===== src/scmc_pkg.sv =====
// scmc_pkg: register map, field layout, reset values and codes of the serial channel mode block
// assumes a 32-bit apb slave at 10 mhz; offsets are word aligned byte addresses
package scmc_pkg;
   // register byte addresses
   localparam logic [7:0] OFS_ASYNC_FRAMING = 8'h00;
   localparam logic [7:0] OFS_LINE_CODE = 8'h04;
   localparam logic [7:0] OFS_PROTOCOL = 8'h08;
   localparam logic [7:0] OFS_CHANNEL_CMD = 8'h0c;
   localparam logic [7:0] OFS_DECODED = 8'h10;
   // reset values
   localparam logic [7:0] RST_ASYNC_FRAMING = 8'h00;
   localparam logic [7:0] RST_LINE_CODE = 8'h00;
   localparam logic [2:0] RST_PROTOCOL = 3'h0;
   // async_framing_mode field positions (low bit)
   localparam int POS_OVERSAMPLE = 6;
   localparam int POS_TX_CHAR = 4;
   localparam int POS_RX_CHAR = 2;
   localparam int POS_PARITY = 0;
   // line_code_mode field positions
   localparam int POS_FAMILY = 7;
   localparam int POS_VARIANT = 5;
   localparam int POS_PLL_RATIO = 3;
   localparam int POS_CONNECT = 0;
   // channel command word: bit 0 requests a channel reset
   localparam int POS_CHAN_RESET = 0;
   // protocol codes
   localparam logic [2:0] PROTO_ASYNC = 3'h0;
   localparam logic [2:0] PROTO_BITSYNC = 3'h4;
   // channel connection codes
   localparam logic [1:0] CONN_NORMAL = 2'h0;
   localparam logic [1:0] CONN_ECHO = 2'h1;
   localparam logic [1:0] CONN_LOOP = 2'h3;
   // oversample divisors as log2
   localparam logic [2:0] OVS_LOG2_1 = 3'h0;
   localparam logic [2:0] OVS_LOG2_16 = 3'h4;
   localparam logic [2:0] OVS_LOG2_32 = 3'h5;
   localparam logic [2:0] OVS_LOG2_64 = 3'h6;
   // pll ratios
   localparam logic [5:0] PLL_X8 = 6'h08;
   localparam logic [5:0] PLL_X16 = 6'h10;
   localparam logic [5:0] PLL_X32 = 6'h20;
   // character length base: code 00 gives 8 bits
   localparam logic [3:0] CHAR_LEN_MAX = 4'h8;
   // line code kinds
   typedef enum logic [2:0]
   {
      SCMC_CODE_NRZ = 3'b000,
      SCMC_CODE_NRZI = 3'b001,
      SCMC_CODE_MANCH = 3'b010,
      SCMC_CODE_FM1 = 3'b011,
      SCMC_CODE_FM0 = 3'b100,
      SCMC_CODE_RSVD = 3'b111
   } scmc_code_t;
endpackage


===== src/scmc_mode_config.sv =====
// scmc_mode_config: two mode registers of a serial channel, apb slave, decoded controls and line routing
// assumes shifters supply character boundary pulses; clocks and data lines are sampled pin levels
// Overview of operation
// - hardware reset or channel reset command returns both mode registers to reset
// - async oversample codes 00..11 give bit rate clock/1, /16, /32, /64
// - bits 7-6 apply to transmitter and receiver together
// - bit-sync address check: none, single 1, single 2, dual
// - async transmit length codes 00..11 give 8, 7, 6, 5 bits
// - new transmit length takes effect from next transmitted character
// - receive length uses same mapping; change applies from next received character
// - parity selector: none, multidrop bit, even parity, odd parity
// - parity selector change governs only characters after the write
// - first register idle in byte-sync; reserved fields read zero, software writes zero
// - code family: 0 NRZ, 1 FM in sync modes; reads zero in async
// - NRZ family: 00 NRZ, 01 NRZI, others reserved
// - FM family: 00 Manchester, 01 FM1, 10 FM0, 11 reserved
// - sync pll ratio codes 00..10 give x8, x16, x32; 11 reserved
// - connection 00 normal full duplex; 10 reserved
// - auto-echo copies serial input to output; receive on, transmit off
// - echo or loopback drives receive clock onto transmit clock line when output
// - loopback feeds transmit shifter into receive shifter, both clocked by receive clock
// - loopback also echoes serial input to serial output
// - pll clock chosen in loopback drives both transmitter and receiver
// - protocol selector: 000 async, 001-011 byte-sync, 100 bit-sync, rest reserved
//
// Added by the designer: the placing of the registers and the APB interface to the registers.
`timescale 1ns/100ps
module scmc_mode_config
(
   input wire logic pclk,
   input wire logic presetn,
   input wire logic psel,
   input wire logic penable,
   input wire logic pwrite,
   input wire logic [7:0] paddr,
   input wire logic [31:0] pwdata,
   output logic [31:0] prdata,
   output logic pready,
   output logic pslverr,
   input wire logic tx_char_start,
   input wire logic rx_char_start,
   input wire logic tx_clock_line_is_output,
   input wire logic rx_clock_is_pll,
   input wire logic serial_in,
   input wire logic rx_clock_in,
   input wire logic pll_clock_in,
   input wire logic pll_data_in,
   input wire logic noise_supp_sel,
   input wire logic tx_shift_out,
   output logic [2:0] oversample_log2,
   output logic [1:0] frame_addr_check_sel,
   output logic [3:0] tx_char_bits,
   output logic [3:0] rx_char_bits,
   output logic [1:0] tx_parity_sel,
   output logic [1:0] rx_parity_sel,
   output logic [2:0] line_code,
   output logic [5:0] pll_clock_ratio,
   output logic tx_enable,
   output logic rx_data_out,
   output logic serial_out,
   output logic shift_clock,
   output logic tx_clock_line_out,
   output logic tx_clock_line_oe
);
   // line inputs from other domains, three stages each
   localparam int NSYNC = 5;

   typedef struct packed
   {
      logic [7:0] async_framing_mode;
      logic [7:0] line_code_mode;
      logic [2:0] protocol_sel;
      logic [1:0] tx_char_len;
      logic [1:0] rx_char_len;
      logic [1:0] tx_parity;
      logic [1:0] rx_parity;
      logic [NSYNC-1:0] sync1;
      logic [NSYNC-1:0] sync2;
      logic [NSYNC-1:0] sync3;
      logic [NSYNC-1:0] line;
      logic [31:0] prdata;
      logic pready;
      logic pslverr;
      logic [2:0] oversample_log2;
      logic [1:0] frame_addr_check_sel;
      logic [3:0] tx_char_bits;
      logic [3:0] rx_char_bits;
      logic [1:0] tx_parity_sel;
      logic [1:0] rx_parity_sel;
      logic [2:0] line_code;
      logic [5:0] pll_clock_ratio;
      logic tx_enable;
      logic rx_data_out;
      logic serial_out;
      logic shift_clock;
      logic tx_clock_line_out;
      logic tx_clock_line_oe;
   } scmc_state_t;

   scmc_state_t st_reg;
   scmc_state_t st_next;

   // masks a written or stored mode byte down to what the protocol defines
   function automatic logic [7:0] mask_framing(input logic [2:0] proto, input logic [7:0] v);
      if (proto == scmc_pkg::PROTO_ASYNC)
         mask_framing = v;
      else if (proto == scmc_pkg::PROTO_BITSYNC)
         mask_framing = {v[7:6], 6'h00};
      else
         mask_framing = 8'h00;
   endfunction

   function automatic logic [7:0] mask_line_code(input logic [2:0] proto, input logic [7:0] v);
      if (proto == scmc_pkg::PROTO_ASYNC)
         mask_line_code = {5'h00, 1'b0, v[1:0]} & 8'h03;
      else
         mask_line_code = {v[7:3], 1'b0, v[1:0]};
   endfunction

   // character length code to bit count: 00 -> 8 down to 11 -> 5
   function automatic logic [3:0] char_bits(input logic [1:0] code);
      char_bits = scmc_pkg::CHAR_LEN_MAX - {2'h0, code};
   endfunction

   logic bus_access;
   logic bus_write;
   logic chan_reset;
   logic [NSYNC-1:0] pins;
   logic [NSYNC-1:0] stable;
   logic [1:0] ovs_code;
   logic [1:0] conn;
   logic in_sync_mode;

   assign bus_access = psel && penable && !st_reg.pready;
   assign bus_write = bus_access && pwrite;
   assign chan_reset = bus_write && (paddr == scmc_pkg::OFS_CHANNEL_CMD) && pwdata[scmc_pkg::POS_CHAN_RESET];
   assign pins = {serial_in, rx_clock_in, pll_clock_in, pll_data_in, tx_shift_out};
   assign ovs_code = st_reg.async_framing_mode[scmc_pkg::POS_OVERSAMPLE +: 2];
   assign conn = st_reg.line_code_mode[scmc_pkg::POS_CONNECT +: 2];
   assign in_sync_mode = st_reg.protocol_sel != scmc_pkg::PROTO_ASYNC;

   // a pin counts as changed only once stages two and three agree; stage one feeds stage two only
   genvar gi;
   generate
      for (gi = 0; gi < NSYNC; gi++)
      begin : g_pin
         assign stable[gi] = (st_reg.sync2[gi] == st_reg.sync3[gi]) ? st_reg.sync3[gi] : st_reg.line[gi];
      end
   endgenerate

   always_comb
   begin
      logic [2:0] fam_var;
      logic sel_data;
      logic sel_clock;
      fam_var = 3'h0;
      sel_data = 1'b0;
      sel_clock = 1'b0;
      st_next = st_reg;
      st_next.sync1 = pins;
      st_next.sync2 = st_reg.sync1;
      st_next.sync3 = st_reg.sync2;
      st_next.line = stable;

      // apb: one wait state, answer in the second access cycle
      st_next.pready = bus_access;
      st_next.pslverr = 1'b0;
      if (bus_access)
      begin
         st_next.prdata = 32'h0000_0000;
         case (paddr)
            scmc_pkg::OFS_ASYNC_FRAMING:
            begin
               if (pwrite)
                  st_next.async_framing_mode = mask_framing(st_reg.protocol_sel, pwdata[7:0]);
               st_next.prdata = {24'h00_0000, st_reg.async_framing_mode};
            end
            scmc_pkg::OFS_LINE_CODE:
            begin
               if (pwrite)
                  st_next.line_code_mode = mask_line_code(st_reg.protocol_sel, pwdata[7:0]);
               st_next.prdata = {24'h00_0000, st_reg.line_code_mode};
            end
            scmc_pkg::OFS_PROTOCOL:
            begin
               if (pwrite)
               begin
                  st_next.protocol_sel = pwdata[2:0];
                  st_next.async_framing_mode = mask_framing(pwdata[2:0], st_reg.async_framing_mode);
                  st_next.line_code_mode = mask_line_code(pwdata[2:0], st_reg.line_code_mode);
               end
               st_next.prdata = {29'h0000_0000, st_reg.protocol_sel};
            end
            scmc_pkg::OFS_CHANNEL_CMD:
               st_next.prdata = 32'h0000_0000;
            scmc_pkg::OFS_DECODED:
               st_next.prdata = {16'h0000, st_reg.tx_char_bits, st_reg.rx_char_bits,
                                 st_reg.tx_parity, st_reg.rx_parity, st_reg.tx_char_len, st_reg.rx_char_len};
            default:
               st_next.pslverr = 1'b1;
         endcase
      end

      // channel reset command clears both mode registers, protocol selector kept
      if (chan_reset)
      begin
         st_next.async_framing_mode = scmc_pkg::RST_ASYNC_FRAMING;
         st_next.line_code_mode = scmc_pkg::RST_LINE_CODE;
      end

      // latch framing at character boundaries so a character in flight keeps its format
      if (tx_char_start)
      begin
         st_next.tx_char_len = st_reg.async_framing_mode[scmc_pkg::POS_TX_CHAR +: 2];
         st_next.tx_parity = st_reg.async_framing_mode[scmc_pkg::POS_PARITY +: 2];
      end
      if (rx_char_start)
      begin
         st_next.rx_char_len = st_reg.async_framing_mode[scmc_pkg::POS_RX_CHAR +: 2];
         st_next.rx_parity = st_reg.async_framing_mode[scmc_pkg::POS_PARITY +: 2];
      end
      st_next.tx_char_bits = char_bits(st_reg.tx_char_len);
      st_next.rx_char_bits = char_bits(st_reg.rx_char_len);
      st_next.tx_parity_sel = st_reg.tx_parity;
      st_next.rx_parity_sel = st_reg.rx_parity;

      // one oversample shared by both directions
      case (ovs_code)
         2'h0: st_next.oversample_log2 = scmc_pkg::OVS_LOG2_1;
         2'h1: st_next.oversample_log2 = scmc_pkg::OVS_LOG2_16;
         2'h2: st_next.oversample_log2 = scmc_pkg::OVS_LOG2_32;
         default: st_next.oversample_log2 = scmc_pkg::OVS_LOG2_64;
      endcase
      if (in_sync_mode)
         st_next.oversample_log2 = scmc_pkg::OVS_LOG2_1;
      // only meaningful in bit-sync, zero elsewhere
      st_next.frame_addr_check_sel = (st_reg.protocol_sel == scmc_pkg::PROTO_BITSYNC) ? ovs_code : 2'h0;

      fam_var = {st_reg.line_code_mode[scmc_pkg::POS_FAMILY], st_reg.line_code_mode[scmc_pkg::POS_VARIANT +: 2]};
      case (fam_var)
         3'b000: st_next.line_code = scmc_pkg::SCMC_CODE_NRZ;
         3'b001: st_next.line_code = scmc_pkg::SCMC_CODE_NRZI;
         3'b100: st_next.line_code = scmc_pkg::SCMC_CODE_MANCH;
         3'b101: st_next.line_code = scmc_pkg::SCMC_CODE_FM1;
         3'b110: st_next.line_code = scmc_pkg::SCMC_CODE_FM0;
         default: st_next.line_code = scmc_pkg::SCMC_CODE_RSVD;
      endcase

      // reserved code and async give zero ratio
      case (st_reg.line_code_mode[scmc_pkg::POS_PLL_RATIO +: 2])
         2'h0: st_next.pll_clock_ratio = scmc_pkg::PLL_X8;
         2'h1: st_next.pll_clock_ratio = scmc_pkg::PLL_X16;
         2'h2: st_next.pll_clock_ratio = scmc_pkg::PLL_X32;
         default: st_next.pll_clock_ratio = 6'h00;
      endcase
      if (!in_sync_mode)
         st_next.pll_clock_ratio = 6'h00;

      // receive clock through the pll path when rx_clock_is_pll; echo data through the pll path when noise suppression is chosen
      sel_clock = rx_clock_is_pll ? st_reg.line[2] : st_reg.line[3];
      sel_data = noise_supp_sel ? st_reg.line[1] : st_reg.line[4];
      case (conn)
         scmc_pkg::CONN_NORMAL:
         begin
            st_next.tx_enable = 1'b1;
            st_next.serial_out = st_reg.line[0];
            st_next.rx_data_out = st_reg.line[4];
            st_next.shift_clock = st_reg.line[3];
            st_next.tx_clock_line_oe = 1'b0;
         end
         scmc_pkg::CONN_ECHO:
         begin
            st_next.tx_enable = 1'b0;
            st_next.serial_out = sel_data;
            st_next.rx_data_out = sel_data;
            st_next.shift_clock = sel_clock;
            st_next.tx_clock_line_oe = tx_clock_line_is_output;
         end
         scmc_pkg::CONN_LOOP:
         begin
            st_next.tx_enable = 1'b1;
            st_next.rx_data_out = st_reg.line[0];
            st_next.serial_out = sel_data;
            st_next.shift_clock = sel_clock;
            st_next.tx_clock_line_oe = tx_clock_line_is_output;
         end
         default:
         begin
            // reserved connection: transmitter held off, serial output at mark, receive data and clock as in normal
            st_next.tx_enable = 1'b0;
            st_next.serial_out = 1'b1;
            st_next.rx_data_out = st_reg.line[4];
            st_next.shift_clock = st_reg.line[3];
            st_next.tx_clock_line_oe = 1'b0;
         end
      endcase
      st_next.tx_clock_line_out = sel_clock;
   end

   // hardware reset; all state including outputs starts from constants
   always_ff @(posedge pclk or negedge presetn)
   begin
      if (!presetn)
      begin
         st_reg <= '0;
         st_reg.async_framing_mode <= scmc_pkg::RST_ASYNC_FRAMING;
         st_reg.line_code_mode <= scmc_pkg::RST_LINE_CODE;
         st_reg.protocol_sel <= scmc_pkg::RST_PROTOCOL;
         st_reg.tx_char_bits <= scmc_pkg::CHAR_LEN_MAX;
         st_reg.rx_char_bits <= scmc_pkg::CHAR_LEN_MAX;
         st_reg.tx_enable <= 1'b1;
         st_reg.serial_out <= 1'b1;
      end
      else
         st_reg <= st_next;
   end

   assign prdata = st_reg.prdata;
   assign pready = st_reg.pready;
   assign pslverr = st_reg.pslverr;
   assign oversample_log2 = st_reg.oversample_log2;
   assign frame_addr_check_sel = st_reg.frame_addr_check_sel;
   assign tx_char_bits = st_reg.tx_char_bits;
   assign rx_char_bits = st_reg.rx_char_bits;
   assign tx_parity_sel = st_reg.tx_parity_sel;
   assign rx_parity_sel = st_reg.rx_parity_sel;
   assign line_code = st_reg.line_code;
   assign pll_clock_ratio = st_reg.pll_clock_ratio;
   assign tx_enable = st_reg.tx_enable;
   assign rx_data_out = st_reg.rx_data_out;
   assign serial_out = st_reg.serial_out;
   assign shift_clock = st_reg.shift_clock;
   assign tx_clock_line_out = st_reg.tx_clock_line_out;
   assign tx_clock_line_oe = st_reg.tx_clock_line_oe;
endmodule


===== config.mk =====
export PLATFORM = sky130hd
export DESIGN_NAME = scmc_mode_config
export DESIGN_NICKNAME = d
export VERILOG_FILES = /design/src/scmc_pkg.sv /design/src/scmc_mode_config.sv
export SDC_FILE = /design/constraint.sdc
export NUM_CORES = 1
export LEC_CHECK = 0
export ABC_AREA = 1
export BUFFER_PORTS_ARGS = -buffer_cell sky130_fd_sc_hd__buf_2
export CORE_MARGIN = 2
export CORE_UTILIZATION = 52
export DETAILED_ROUTE_END_ITERATION = 7
export HOLD_SLACK_MARGIN = 0.1
export MAX_ROUTING_LAYER = met4
export PLACE_DENSITY = 0.77
export SKIP_CTS_REPAIR_TIMING = 1
export SLEW_MARGIN = 20
export SYNTH_ARGS = -nofsm -noshare
export SYNTH_HDL_FRONTEND = slang
export SYNTH_SLANG_ARGS = --single-unit

===== constraint.sdc =====
create_clock -name pclk -period 1.5 [get_ports pclk]
set_input_delay 0.3 -clock pclk [delete_from_list [all_inputs] [get_ports pclk]]
set_output_delay 0.3 -clock pclk [all_outputs]
set_load 0.03 [all_outputs]

After elaboration in Yosys (flattened, before gate mapping)
Index checks and enable logic that the tools add are counted.
Widths: inputs -> output; s select.

storage, ports and cells
  flip-flop bits (word level) = 113
  input bits = 55

operators by class
  equality and inequality tests = 28
  multiplexer cells = 27
  $add $sub $neg = 2
  reductions and logical operators = 27

operators by type and width
  cell                 number
  $mux 8               8
  $pmux 16 s4          1
  $mux 19              2
  $pmux 8 s2           2
  $ne 3x3->1 const B   6
  $pmux 6 s3           1
  $eq 8x4->1 const B   2
  $mux 16              1
  $eq 3x3->1 const B   5
  $pmux 3 s5           1
  $pmux 4 s3           1
  $reduce_and 5->1     2
  $logic_not 3->1      3
  $pmux 3 s3           1
  $reduce_bool 3->1    3
  $eq 8x3->1 const B   1
  $eq 8x5->1 const B   1
  $logic_not 8->1      1
  $reduce_and 4->1     2
  $sub 4x2->4 const A  2
  $eq 2x1->1 const B   3
  $eq 2x2->1 const B   3
  $logic_not 2->1      3
  $mux 3               2
  13 further kinds     27

Depth between registers and ports, before layout
  depth in word-level cells = 7
  mapped depth = 11

Worst setup path before layout
Ideal clock, no wire load.

  path type = register to register
  start point = register st_reg (netlist bit pready)
  end point = register st_reg (netlist bit prdata[14])
  cell stages (with the launch flop) = 7
  arrival = 1.357 ns
  period minus slack after synthesis = 1.433 ns
  setup slack = 0.067 ns
  buffers on the path = 2
  cell sequence = dfrtp_1 > inv_1 > nand3_1 > clkbuf_1 > clkbuf_1 > nand2_1 > o21ai_1

between the ends
  cells in the longest elaborated chain, start to end = 2

RTL lines
  item                    RTL line                 source
  from (decl)             scmc_mode_config.sv:100  scmc_state_t st_reg;
  from (signal assigned)  scmc_mode_config.sv:315  st_reg <= st_next;
  $logic_not 1->1         scmc_mode_config.sv:134  assign bus_access = psel && penable && !st_reg.pready;
  $logic_and 1x1->1       scmc_mode_config.sv:134

Every way passes these cells.
A chain may end at the register's enable or synchronous reset.

Worst setup path in the final report
  start point = register rx_char_bits[3] (netlist name)
  end point = output rx_char_bits[3]

RTL lines
  item       RTL line                source
  to (decl)  scmc_mode_config.sv:53  output logic [3:0] rx_char_bits,

No word-level cell between the ends.

==> results.json <==
{
  "synth_top_area_cell": "dfrtp_1",
  "fmax_mhz": 727,
  "worst_hold_path_type": "input port to register",
  "path_cells": "buf_2",
  "drc": 0,
  "rows": 33,
  "die_y_microns": 94.5,
  "power_density_mw_per_mm2": 1020,
  "post-dp-hpwl_mm": 6.02,
  "grt_setup_unrepaired": "no",
  "synth_seq_area_share_pct": 54.8,
  "port_buffers": 77,
  "ys_seq_elements": 93,
  "syn_area_per_cell_sq_um": 9.46,
  "maxCapViolCount": 0,
  "mostFrequentLayoutCells": "nand2_1 (104), dfrtp_1 (89), buf_2 (76), inv_1 (39), nor2_1 (25)",
  "num_io_pins": 121,
  "drive_above_1_share_pct": 26.7,
  "ctsLongestPathBuffers": 2,
  "setup_viol_count_final": 0,
  "cp_max_fo": 2,
  "start_util_pct": 52.6,
  "syn_to_final_growth_pct": 14.8,
  "cp_num_buf_inv": 1,
  "dr.first_iter.drc_count": 167,
  "syn_inst": 450,
  "synthDistinctLibCells": 35,
  "die_w_microns": 94.5,
  "via_per_inst": 4.92,
  "skew_ns": 0.00769,
  "grt_pass1_vias": 2958,
  "grt_pass1_wl_mm": 13.5,
  "period_needed_ns": 1.37,
  "insertion_delay_ns": 0.35,
  "worst_setup_path_start_kind": "register",
  "fin_nets": 577,
  "antenna_found_initial": 0,
  "slew_violations": 0,
  "cts_buffers": 9,
  "routedWlPerCell_microns": 12.9,
  "die-area_sq_mm": 0.00893,
  "timing.final.crit_share_pct": 91.6,
  "cts_sinks": 93,
  "synth_area_sq_mm": 0.00426,
  "h-tree-depth": 3,
  "path_class": "register to output port",
  "arrival_ns": 1.07,
  "final_common_cell": "nand2_1",
  "grt_max_degree": 35,
  "post-route-util_pct": 60.4,
  "synth_area_leaders": "dfrtp_1 (52%), buf_4 (10%), nand2_1 (9.3%), inv_1 (3.5%), o21ai_0 (2.8%)",
  "cts_root_buffer": "clkbuf_8",
  "critPathTopFamily": "flip-flops",
  "async_flop_share_pct": 100,
  "r2r_setup_slack_ns": 0.16,
  "clk_pin_slew_ns": 0.08,
  "core_sq_mm": 0.00809,
  "crit_path_end_kind": "output port",
  "vdd_drop_max_mv": 0.434,
  "min_path_cells": 3,
  "cp.required_ns": 1.20,
  "ys_warn_count": 0,
  "cts_tree": "done",
  "routed_wirelength_mm": 8.08,
  "ant_nets": 0,
  "slowest_stage": "dfstp_2",
  "p_leak_uw": 0.00254,
  "largest_reg_flops": 28,
  "crit_path_max_incr_delay_ns": 0.53,
  "cp_num_cells": 1,
  "diodes": 0,
  "grt_use_total_pct": 20.2,
  "vias": 3078,
  "synth_top_area_share_pct": 52.3,
  "grt.overflow.total": 0,
  "r2r_cells": 7,
  "placed_cells": 604,
  "ys.flop_type": "dfrtp_1",
  "stdcell_count": 625,
  "outcome": "finished, final reports clean",
  "gp_congestion": 0.866,
  "hold_viol": 0,
  "synth_enable_flop_cells": 0,
  "drtPass1Iterations": 4
}
## final cells by class
cell class | count | area (sq um)
fillers | 703 | 3210
clock inverters | 4 | 95.1
multi-input cells | 266 | 1380
inverters | 43 | 161
repair buffers | 103 | 639
clock buffers | 11 | 151
well taps | 105 | 131
flip-flops and latches | 93 | 2330
## worst paths after layout
check                                   startpoint                to
setup / recovery                   rx_char_bits[3]   rx_char_bits[3]
hold / removal             tx_clock_line_is_output  tx_clock_line_oe
setup reg to reg                            pready           conn[1]
hold reg to reg                        st_next[76]       st_next[71]
max in group asynchronous                  presetn       st_next[18]
min in group asynchronous                  presetn        st_reg[68]
## synthesized netlist by cell type, drive strengths merged (4+ instances only)
library cell and instances:
o21ai 42, nor3 6, nor2 34, buf 62
nand3 18, nand2 106, maj3 5, clkbuf 4
inv 41, nand4 15, a21oi 5, dfstp 4
dfrtp 89, ha 6
## logic make-up after synthesis
family	count (synthesis)	synth area share, %
AO/OA/AOI/OAI	53	6.67
buffers and inverters	109	15.0
multiplexers	2	0.529
AND/OR/NAND/NOR	181	20.0
other	1	0.0881
adder cells (fa/ha/maj)	11	2.94
flip-flops	93	54.8
## where the power goes
group / leakage, uW / switching, uW / internal (uW) / total, uW
sequential: 0.00122 / 25.6 / 2560 / 2590
clock: 0.000125 / 824 / 1190 / 2010
combinational: 0.00120 / 276 / 123 / 398
## routing by layer
layer  part of all wire [%]  track usage [%]  vias to the layer above
li1                       -                -                     1496
met1                     44             26.0                     1471
met2                     48             31.2                      101
met3                    6.4             4.79                       10
met4                    1.6             7.73                        0
met5                      0                -                        -
## per-stage QoR
stage               setup WS [ns]  power, uW  hold slack [ns]  setup TNS (ns)  instance area (sq um)
floorplan                  0.0666       2880          0.00441               0                   4330
global placement          -0.0269       3010            0.282          -0.208                   4560
detailed placement         -0.103       3020            0.286          -0.828                   4560
CTS                        0.0601       5020          -0.0972               0                   4800
global route               0.0227       5170            0.144               0                   4890
finish                      0.125       5000            0.152               0                   4890
No activity file was read; power rests on OpenSTA's default activity.
